[src/pkg/trim_pkg.sv]
// Functional notes
// - The fourth core's offset register holds a 12-bit trim in bits 11:0 that is applied to core four.
// - The fifth core's offset register holds a 12-bit trim in bits 11:0 that is applied to core five.
// - Cores zero and one each take a 5-bit fine gain trim from bits 4:0 of their own gain register.
// - Core two applies the first input's gain trim on the first input and the second input's trim on the second.
// - Core three applies the third input's 5-bit gain trim whenever it samples the third input.
// - Every trim field takes its default from the factory fuse image, not only from a constant.
// - Each offset trim field is an unsigned binary number.
package trim_pkg;

  // ----------------------------------------
  // register indices; byte address is four times the index
  // ----------------------------------------
  localparam int unsigned addr_w = 12;
  localparam logic [9:0] idx_core4_offset = 10'h33c;
  localparam logic [9:0] idx_core5_offset = 10'h33e;
  localparam logic [9:0] idx_core0_gain = 10'h360;
  localparam logic [9:0] idx_core1_gain = 10'h361;
  localparam logic [9:0] idx_core2_first_gain = 10'h362;
  localparam logic [9:0] idx_core2_second_gain = 10'h363;
  localparam logic [9:0] idx_core3_third_gain = 10'h364;

  // ----------------------------------------
  // reset values and field positions
  // ----------------------------------------
  localparam logic [15:0] offset_reset = 16'h0000;
  localparam logic [7:0] gain_reset = 8'h00;
  localparam int unsigned offset_msb = 11;
  localparam int unsigned gain_msb = 4;

  typedef enum logic [2:0] {
    sel_core4_offset = 3'h0,
    sel_core5_offset = 3'h1,
    sel_core0_gain = 3'h2,
    sel_core1_gain = 3'h3,
    sel_core2_first = 3'h4,
    sel_core2_second = 3'h5,
    sel_core3_third = 3'h6,
    sel_none = 3'h7
  } reg_sel_t;

  // full register image, reserved bits included
  typedef struct packed {
    logic [15:0] core4_offset_trim;
    logic [15:0] core5_offset_trim;
    logic [7:0] core0_fine_gain_trim;
    logic [7:0] core1_fine_gain_trim;
    logic [7:0] core2_first_input_gain_trim;
    logic [7:0] core2_second_input_gain_trim;
    logic [7:0] core3_third_input_gain_trim;
  } trim_image_t;

  // trims as the converter cores use them
  typedef struct packed {
    logic [11:0] core4_offset;
    logic [11:0] core5_offset;
    logic [4:0] core0_gain;
    logic [4:0] core1_gain;
    logic [4:0] core2_gain;
    logic [4:0] core3_gain;
    logic core3_gain_valid;
  } trim_apply_t;

endpackage

[src/adc_core_trim_registers.sv]
// The APB slave port was chosen for this implementation.
`timescale 1ns/10ps
module adc_core_trim_registers (
  input wire logic clk,
  input wire logic resetn,
  input wire logic psel,
  input wire logic penable,
  input wire logic pwrite,
  input wire logic [trim_pkg::addr_w-1:0] paddr,
  input wire logic [31:0] pwdata,
  output logic [31:0] prdata,
  output logic pready,
  output logic pslverr,
  input wire logic fuse_load,
  input wire trim_pkg::trim_image_t fuse_image,
  input wire logic core2_on_second_input,
  input wire logic core3_on_third_input,
  output trim_pkg::trim_apply_t trim_apply
);

  // ----------------------------------------
  // address decode
  // ----------------------------------------
  function automatic trim_pkg::reg_sel_t decode(input logic [trim_pkg::addr_w-1:0] a);
    trim_pkg::reg_sel_t s;
    s = trim_pkg::sel_none;
    if (a[1:0] == 2'h0) begin
      case (a[trim_pkg::addr_w-1:2])
        trim_pkg::idx_core4_offset: s = trim_pkg::sel_core4_offset;
        trim_pkg::idx_core5_offset: s = trim_pkg::sel_core5_offset;
        trim_pkg::idx_core0_gain: s = trim_pkg::sel_core0_gain;
        trim_pkg::idx_core1_gain: s = trim_pkg::sel_core1_gain;
        trim_pkg::idx_core2_first_gain: s = trim_pkg::sel_core2_first;
        trim_pkg::idx_core2_second_gain: s = trim_pkg::sel_core2_second;
        trim_pkg::idx_core3_third_gain: s = trim_pkg::sel_core3_third;
        default: s = trim_pkg::sel_none;
      endcase
    end
    return s;
  endfunction

  trim_pkg::trim_image_t image_r, image_nxt;
  trim_pkg::trim_apply_t apply_r, apply_nxt;
  logic [31:0] prdata_r, prdata_nxt;
  logic pready_r, pready_nxt;
  logic pslverr_r, pslverr_nxt;
  trim_pkg::reg_sel_t sel;
  logic wr_en;
  logic setup;

  assign sel = decode(paddr);
  assign setup = psel & ~penable;
  assign wr_en = psel & penable & pready_r & pwrite;

  // ----------------------------------------
  // register image
  // ----------------------------------------
  always_comb begin
    image_nxt = image_r;
    if (fuse_load) begin
      image_nxt = fuse_image;
    end else if (wr_en) begin
      // reserved bits stored as written; software keeps them zero
      case (sel)
        trim_pkg::sel_core4_offset: image_nxt.core4_offset_trim = pwdata[15:0];
        trim_pkg::sel_core5_offset: image_nxt.core5_offset_trim = pwdata[15:0];
        trim_pkg::sel_core0_gain: image_nxt.core0_fine_gain_trim = pwdata[7:0];
        trim_pkg::sel_core1_gain: image_nxt.core1_fine_gain_trim = pwdata[7:0];
        trim_pkg::sel_core2_first: image_nxt.core2_first_input_gain_trim = pwdata[7:0];
        trim_pkg::sel_core2_second: image_nxt.core2_second_input_gain_trim = pwdata[7:0];
        trim_pkg::sel_core3_third: image_nxt.core3_third_input_gain_trim = pwdata[7:0];
        default: image_nxt = image_r;
      endcase
    end
  end

  always_ff @(posedge clk or negedge resetn) begin
    if (!resetn) begin
      image_r <= '{trim_pkg::offset_reset, trim_pkg::offset_reset, trim_pkg::gain_reset, trim_pkg::gain_reset,
                   trim_pkg::gain_reset, trim_pkg::gain_reset, trim_pkg::gain_reset};
    end else begin
      image_r <= image_nxt;
    end
  end

  // ----------------------------------------
  // applied trims
  // ----------------------------------------
  always_comb begin
    apply_nxt.core4_offset = image_nxt.core4_offset_trim[trim_pkg::offset_msb:0];
    apply_nxt.core5_offset = image_nxt.core5_offset_trim[trim_pkg::offset_msb:0];
    apply_nxt.core0_gain = image_nxt.core0_fine_gain_trim[trim_pkg::gain_msb:0];
    apply_nxt.core1_gain = image_nxt.core1_fine_gain_trim[trim_pkg::gain_msb:0];
    apply_nxt.core2_gain = core2_on_second_input ?
      image_r.core2_second_input_gain_trim[trim_pkg::gain_msb:0] :
      image_r.core2_first_input_gain_trim[trim_pkg::gain_msb:0];
    // third input gain; other inputs' trims live elsewhere
    apply_nxt.core3_gain = core3_on_third_input ? image_r.core3_third_input_gain_trim[trim_pkg::gain_msb:0] : 5'h00;
    apply_nxt.core3_gain_valid = core3_on_third_input;
  end

  always_ff @(posedge clk or negedge resetn) begin
    if (!resetn) begin
      apply_r <= '0;
    end else begin
      apply_r <= apply_nxt;
    end
  end

  // ----------------------------------------
  // apb answer, one access cycle
  // ----------------------------------------
  always_comb begin
    pready_nxt = setup;
    pslverr_nxt = setup & (sel == trim_pkg::sel_none);
    prdata_nxt = 32'h0000_0000;
    if (setup && !pwrite) begin
      case (sel)
        trim_pkg::sel_core4_offset: prdata_nxt = {16'h0000, image_r.core4_offset_trim};
        trim_pkg::sel_core5_offset: prdata_nxt = {16'h0000, image_r.core5_offset_trim};
        trim_pkg::sel_core0_gain: prdata_nxt = {24'h000000, image_r.core0_fine_gain_trim};
        trim_pkg::sel_core1_gain: prdata_nxt = {24'h000000, image_r.core1_fine_gain_trim};
        trim_pkg::sel_core2_first: prdata_nxt = {24'h000000, image_r.core2_first_input_gain_trim};
        trim_pkg::sel_core2_second: prdata_nxt = {24'h000000, image_r.core2_second_input_gain_trim};
        trim_pkg::sel_core3_third: prdata_nxt = {24'h000000, image_r.core3_third_input_gain_trim};
        default: prdata_nxt = 32'h0000_0000;
      endcase
    end
  end

  always_ff @(posedge clk or negedge resetn) begin
    if (!resetn) begin
      prdata_r <= 32'h0000_0000;
      pready_r <= 1'b0;
      pslverr_r <= 1'b0;
    end else begin
      prdata_r <= prdata_nxt;
      pready_r <= pready_nxt;
      pslverr_r <= pslverr_nxt;
    end
  end

  assign prdata = prdata_r;
  assign pready = pready_r;
  assign pslverr = pslverr_r;
  assign trim_apply = apply_r;
endmodule

[config.mk]
export PLATFORM = sky130hd
export DESIGN_NAME = adc_core_trim_registers
export DESIGN_NICKNAME = d
export VERILOG_FILES = /design/src/pkg/trim_pkg.sv /design/src/adc_core_trim_registers.sv
export SDC_FILE = /design/constraint.sdc
export NUM_CORES = 1
export LEC_CHECK = 0
export ABC_AREA = 1
export BUFFER_PORTS_ARGS = -buffer_cell sky130_fd_sc_hd__buf_2
export CORE_UTILIZATION = 44
export DETAILED_ROUTE_END_ITERATION = 12
export GPL_ROUTABILITY_DRIVEN = 0
export PLACE_DENSITY = 0.81
export SLEW_MARGIN = 10
export SYNTH_ARGS = -nofsm -noshare
export SYNTH_HDL_FRONTEND = slang
export SYNTH_SLANG_ARGS = --single-unit
[constraint.sdc]
create_clock -name clk -period 2.09 [get_ports clk]
set_input_delay 0 -clock clk [delete_from_list [all_inputs] [get_ports clk]]
set_output_delay 0 -clock clk [all_outputs]
set_load 0.02 [all_outputs]
==> impl_metrics.yaml, run 1 <==
detailed_routing:
  vias_per_cell: 5.220
  drc_errors: 0
  ant_nets: 0
  drt_iter0_markers: 541
  routedWlPerCell_um: 16.04
  vias: 5825
  wl_um: 17900
  firstDrtPassIters: 5
global_route:
  antenna_found_initial: 0
  grt_pass1_wl_um: 27230
  grt_pass1_vias: 5388
  grt_max_degree: 51
  grt_usage: 0.2728
  grt-ovfl-total: 0
critical_path:
  worstPathArrival_ns: 1.96
  startpoint: "paddr[2]"
  path_delay_family: "buffers and inverters"
  reg2reg_from: "pready$_DFF_PN0_"
  cp_cell_sequence: "buf_2, inv_2, nand2_2, nor2_2, nand3_2, nand3_2, inv_2, o21ai_4, o21ai_2, nor3_1, dlygate4sd3_1"
  worstPathMaxFanout: 10
  worstPathRequired_ns: 2.37
  crit_type: "in -> reg"
  critPathBufInv: 4
  cp-start-kind: "input pin"
  slowest_delay_ns: 0.57
  crit_path_end_kind: "flip-flop"
  slowest_stage: "dlygate4sd3_1"
floorplanning:
  die_w_um: 115.4
  io_pins: 203
  start_util: 0.4502
  die_area_um2: 13320
  die_height_um: 115.4
  core-area_um2: 12570
  num_rows: 41
synth:
  ys_seq_elements: 101
  yosysWarnings: 0
  synth_compound_area_frac: 0.09598
  synth_top_area_cell: "dfrtp_1"
  yosys.area_share.simple: 0.3116
  syn_area_um2: 5658
  synth_cell_types: 32
  synth_xor_area_frac: 0
  synthMuxAreaShare: 0.009951
  yosys-top-cells-area: "dfrtp_1 45%, nand2_1 15%, buf_4 6.8%"
  synth_top_family_by_area: "simple AND/OR/NAND/NOR gates"
  avgSynthCellArea_um2: 7.698
  yosysTopAreaCellShare: 0.4467
  synthAdderAreaFrac: 0
  syn_inst: 735
  ys_seq_area_frac: 0.4467
layout:
  multi_input_area_um2: 2422
  post-route-util: 0.5915
  instances_no_fill: 1116
  nets: 1064
  seqCellArea_um2: 2527
  layout-drive-gt1-share: 0.2595
  fin_area_um2: 7435
  n_fill_cell: 1078
  areaGrowthSynthToFinish_pct: 31.40
  antenna_cells: 0
sta:
  maxSlewHeadroom: 0.5797
  drv_slew: 0
  skew_ns: 0.002412
  max_freq_ghz: 0.5959
  post-route-period-util: 0.8029
  rsz0062_at_grt: "false"
  fin_crit_ns: 1.678
  finalHoldViolCount: 0
  tns_ns: 0
  finalSetupViolCount: 0
  tightest_slew_ns: 0.6275
  setup_slack_ns: 0.4119
status:
  status: "completed"
clock_tree:
  cts_made_buffers: 9
  clock_latency_ns: 0.34
  h-tree-depth: 3
  ctsResizeCount: 0
  cts-root-buf: "clkbuf_16"
  cts_tree: "yes"
  cts_buffer_depth: 2
  cts.sinks: 101
  clkTransAtPathRegs_ns: 0.07
placement:
  place_worst_setup_slack_ns: 0.1826
  dpl-instance-area_um2: 6347
  post-place-cells: 1027
  io_buffer_count: 170
  dpl.hpwl_um: 11660
hold_path:
  hp-start: "pwdata[10]"
  hold_class: "in -> reg"
power_and_ir_drop:
  powerDensity_nw_per_um2: 688.0
  leakage_nw: 4.013
  ir_worst_vdd_mv: 0.4376
flow_run:
  cap_viol_max_count: 0
[per-layer routing]
metal | up-vias | track usage | share of wire
met3 | 83 | 0.05588 | 0.087
met5 | - | 0 | 0
met1 | 2630 | 0.3438 | 0.39
met2 | 399 | 0.4335 | 0.47
met4 | 0 | 0.1636 | 0.053
li1 | 2713 | - | -
[final timing paths]
path                            cells past startpoint                       to  slack (ns)
worst min register to register                      2  image_r[68]$_DFFE_PN0P_        0.47
worst max register to register                      5  image_r[37]$_DFFE_PN0P_        0.42
min in group asynchronous                           2     prdata[10]$_DFF_PN0_        0.19
max in group asynchronous                           3      prdata[6]$_DFF_PN0_        1.15
worst max-delay path                               11        pslverr$_DFF_PN0_        0.41
worst min-delay path                                5  image_r[66]$_DFFE_PN0P_        0.01
[where the power goes]
part	switching (mW)	leakage, nW	internal (mW)
clock	0.736	0.169	1.20
combinational	0.564	2.56	0.358
sequential	0.136	1.28	2.12
[cell families (layout without fill, tap and decap cells)]
family                 Yosys count  in the layout
AO/OA/AOI/OAI                  103            103
buffers and inverters          138            332
flip-flops                     101            101
multiplexers                     5              5
other                            1             16
AND/OR/NAND/NOR                387            387
[layout by cell type, fill, tap and decap left out, drive strengths merged]
cell / n
nand2: 243
nor3: 18
dfrtp: 101
clkbuf: 10
clkinv: 2
dlygate4sd3: 74
conb: 16
a21oi: 50
a31oi: 1
o21ai: 52
nor2: 53
inv: 59
buf: 184
mux2: 5
nand4: 27
bufinv: 3
nand3: 44
nand3b: 2
[synthesized netlist by cell type, drive strengths merged]
| master | instances |
|---|---|
| a21oi | 50 |
| a31oi | 1 |
| buf | 68 |
| clkbuf | 11 |
| clkinv | 1 |
| conb | 1 |
| dfrtp | 101 |
| inv | 58 |
| mux2 | 5 |
| nand2 | 243 |
| nand3 | 44 |
| nand3b | 2 |
| nand4 | 27 |
| nor2 | 53 |
| nor3 | 18 |
| o21ai | 52 |
[area by class of cell]
| class | count | area share |
|---|---|---|
| Tap cell | 172 | 0.02895 |
| Sequential cell | 101 | 0.3400 |
| Clock buffer | 10 | 0.03214 |
| Inverter | 59 | 0.03012 |
| Clock inverter | 5 | 0.01447 |
| Multi-Input combinational cell | 511 | 0.3258 |
| Timing Repair Buffer | 258 | 0.2285 |
[worst min-delay path, delay by kind of cell]
kind | cells | cell delay [ns]
buffers and inverters | 2 | 0.14
and+or+nand+nor | 2 | 0.10
AOI/OAI and AO/OA | 1 | 0.07
[timing repair]
action,4_1_cts,5_1_grt
buffers inserted,0,0
hold buffers,74,0
endpoints found under the hold margin,116,0
[registers in the layout, indices dropped and copies added, names as in the netlist]
register / count
pslverr: 1
image_r: 72
pready: 1
trim_apply: 11
prdata: 16
[stage by stage]
step / hold slack (ns) / power, mW
after floorplan: -0.2956 / 2.825
after global placement: 0.006633 / 3.049
after detailed placement: 0.002228 / 3.065
after CTS: 0.006337 / 5.089
after global routing: 0.009519 / 5.312
final: 0.01023 / 5.115
Note: power is estimated with default switching activity, not from simulation.
==> run 2: changes to the inputs <==
--- a/config.mk
+++ b/config.mk
@@ -10,7 +10,7 @@
 export CORE_UTILIZATION = 44
 export DETAILED_ROUTE_END_ITERATION = 12
 export GPL_ROUTABILITY_DRIVEN = 0
-export PLACE_DENSITY = 0.81
+export PLACE_DENSITY = 0.84
 export SLEW_MARGIN = 10
 export SYNTH_ARGS = -nofsm -noshare
 export SYNTH_HDL_FRONTEND = slang
==> constraint.sdc (replaced) <==
create_clock -name clk -period 1.4 [get_ports clk]
set_input_delay 0 -clock clk [delete_from_list [all_inputs] [get_ports clk]]
set_output_delay 0 -clock clk [all_outputs]
set_load 0.02 [all_outputs]
==> run 2 against run 1 <==
The run now ends with negative hold slack, negative setup slack left. Utilization up 5.0 points. Hold slack worse by 0.025 ns. Register-to-register slack worse by 0.53 ns. Via count increased by 7.4%. Final area rose by 8.5%. Combinational power up 65%. Clock skew up 0.011 ns. First-iteration DRC count is 56% higher. Sequential power rose by 51%. Global-route usage grew 1.5 points. Sequential share of layout area is 2.7 points lower. Largest cell class is now multi-input gates.
==> impl_metrics.yaml, run 2 (same netlist as run 1, synthesis figures left out) <==
floorplanning:
  die_area_um2: 13320
  die_height_um: 115.4
  die_w_um: 115.4
  start_util: 0.4502
  num_rows: 41
  core-area_um2: 12570
  io_pins: 203
sta:
  tns_ns: -1.238
  drv_slew: 0
  setup_slack_ns: -0.2223
  maxSlewHeadroom: 0.6697
  finalSetupViolCount: 44
  post-route-period-util: 1.159
  hold_ws_ns: -0.01517
  finalHoldViolCount: 2
  skew_ns: 0.01313
  rsz0062_at_grt: "true"
  fin_crit_ns: 1.622
  max_freq_ghz: 0.6164
  tightest_slew_ns: 0.4917
flow_run:
  cap_viol_max_count: 0
critical_path:
  slowest_stage: "nor3_1"
  worstPathArrival_ns: 1.89
  cpMostUsedCell: "nor2_1"
  crit_path_end_kind: "flip-flop"
  r2r_cells: 7
  worstPathMaxFanout: 7
  slowest_delay_ns: 0.39
  cp-start-kind: "input pin"
  cp_cell_sequence: "buf_6, inv_2, nand2_2, nor2_4, nand3b_1, nand3_4, nand3_4, buf_4, nor3_1, nor2_1, nand3_2, nor2_1, nor2_1"
  ff2ff_setup_slack_ns: -0.11
  crit_type: "in -> reg"
  worstPathRequired_ns: 1.67
detailed_routing:
  drt_iter0_markers: 844
  drc_errors: 0
  vias_per_cell: 5.451
  routedWlPerCell_um: 17.86
  vias: 6258
  firstDrtPassIters: 6
  wl_um: 20500
  ant_nets: 0
status:
  violations: "negative hold slack, negative setup slack"
  status: "complete, but fails checks"
hold_path:
  hold_path_depth: 3
  hold_class: "in -> reg"
clock_tree:
  h-tree-depth: 3
  cts_tree: "yes"
  cts_made_buffers: 9
  clock_latency_ns: 0.35
  cts_buffer_depth: 2
  clkTransAtPathRegs_ns: 0.08
  cts-root-buf: "clkbuf_16"
  cts.sinks: 101
layout:
  largest_reg_flops: 72
  areaGrowthSynthToFinish_pct: 42.53
  mostFrequentLayoutCells: "227 x nand2_1, 167 x buf_2, 101 x dfrtp_1"
  final_common_cell: "nand2_1"
  nets: 1095
  layout-drive-gt1-share: 0.3391
  largest-register: "image_r"
  antenna_cells: 0
global_route:
  antenna_found_initial: 0
  grt_usage: 0.2879
  grt_pass1_vias: 5659
  grt_max_degree: 49
  grt_pass1_wl_um: 29000
  grt-ovfl-total: 0
power_and_ir_drop:
  ir_worst_vdd_mv: 0.6328
  switching_power_mw: 2.277
  p_comb_frac: 0.190
  leakage_nw: 4.280
  p_seq_frac: 0.423
  powerDensity_nw_per_um2: 995.0
  pwr-share-clk: 0.387
  sw_frac_of_total: 0.2838
  finalPower_mw: 8.024
  p_int_mw: 5.746
placement:
  dpl.hpwl_um: 12700
  io_buffer_count: 170
-- run 2: changes by cell type in the layout (fill, tap and decap cells not counted), sizes merged --
cell         delta
dlygate4sd3    -14
buf            +43
inv             -1
clkinv          -1
clkinvlp        +3
clkbuf          +1
bufinv          +1
-- run 2: final timing paths --
kind                                    startpoint                 endpoint
min                                  fuse_image[6]   image_r[6]$_DFFE_PN0P_
min reg2reg                image_r[55]$_DFFE_PN0P_  image_r[55]$_DFFE_PN0P_
max reg2reg                       pready$_DFF_PN0_  image_r[34]$_DFFE_PN0P_
max in group asynchronous                   resetn  image_r[54]$_DFFE_PN0P_
min in group asynchronous                   resetn      prdata[7]$_DFF_PN0_
max                                       paddr[6]      prdata[5]$_DFF_PN0_
-- run 2: worst max-delay path, delay by kind of cell --
kind	cells	cell delay [ns]
buffers and inverters	3	0.32
and+or+nand+nor	10	1.55
-- run 2: power groups by stage --
stage          clock network, mW  registers [mW]  logic, mW
4_1_cts                     3.07            3.36       1.43
3_5_place_dp                   0            3.41       1.26
6_report                    3.11            3.39       1.52
5_1_grt                     3.21            3.41       1.64
2_1_floorplan                  0            3.38      0.846
3_3_place_gp                   0            3.40       1.23
-- run 2: stage by stage --
stage                       util  setup WS (ns)  hold slack (ns)  std cells  cell area [um2]
after detailed placement  0.5317        -0.3495         -0.05362       1059             6683
after global routing      0.6416        -0.2861         0.006860       1148             8064
after CTS                 0.6184       -0.06808        0.0004157       1139             7772
after floorplan                -       -0.08913          -0.2956        750             5749
after global placement    0.5317        -0.2540         -0.06132       1059             6683
final                     0.6416        -0.2223         -0.01517       1148             8064
-- run 2: timing repair --
action	CTS	global route
cloned	0	4
pin swaps	9	25
hold buffers	59	1
setup buffers	5	4
gates resized for setup	18	57
hold endpoints to repair	168	1
setup endpoints to repair	66	77
-- run 2: cell type report --
cell class,instances,area (um2)
Clock buffer,11,242.7
Inverter,59,244.0
Timing Repair Buffer,287,2033
Multi-Input combinational cell,511,2661
Tap cell,172,215.2
Fill cell,961,4504
Sequential cell,101,2527
Clock inverter,5,128.9
Timing Repair inverter,2,11.26
-- run 2: per-layer routing --
metal / GRT usage / up-vias / part of all wire
met1: 0.3673 / 2812 / 0.36
met5: 0 / - / 0
met2: 0.4435 / 523 / 0.45
met3: 0.06062 / 151 / 0.11
li1: - / 2772 / -
met4: 0.1887 / 0 / 0.075
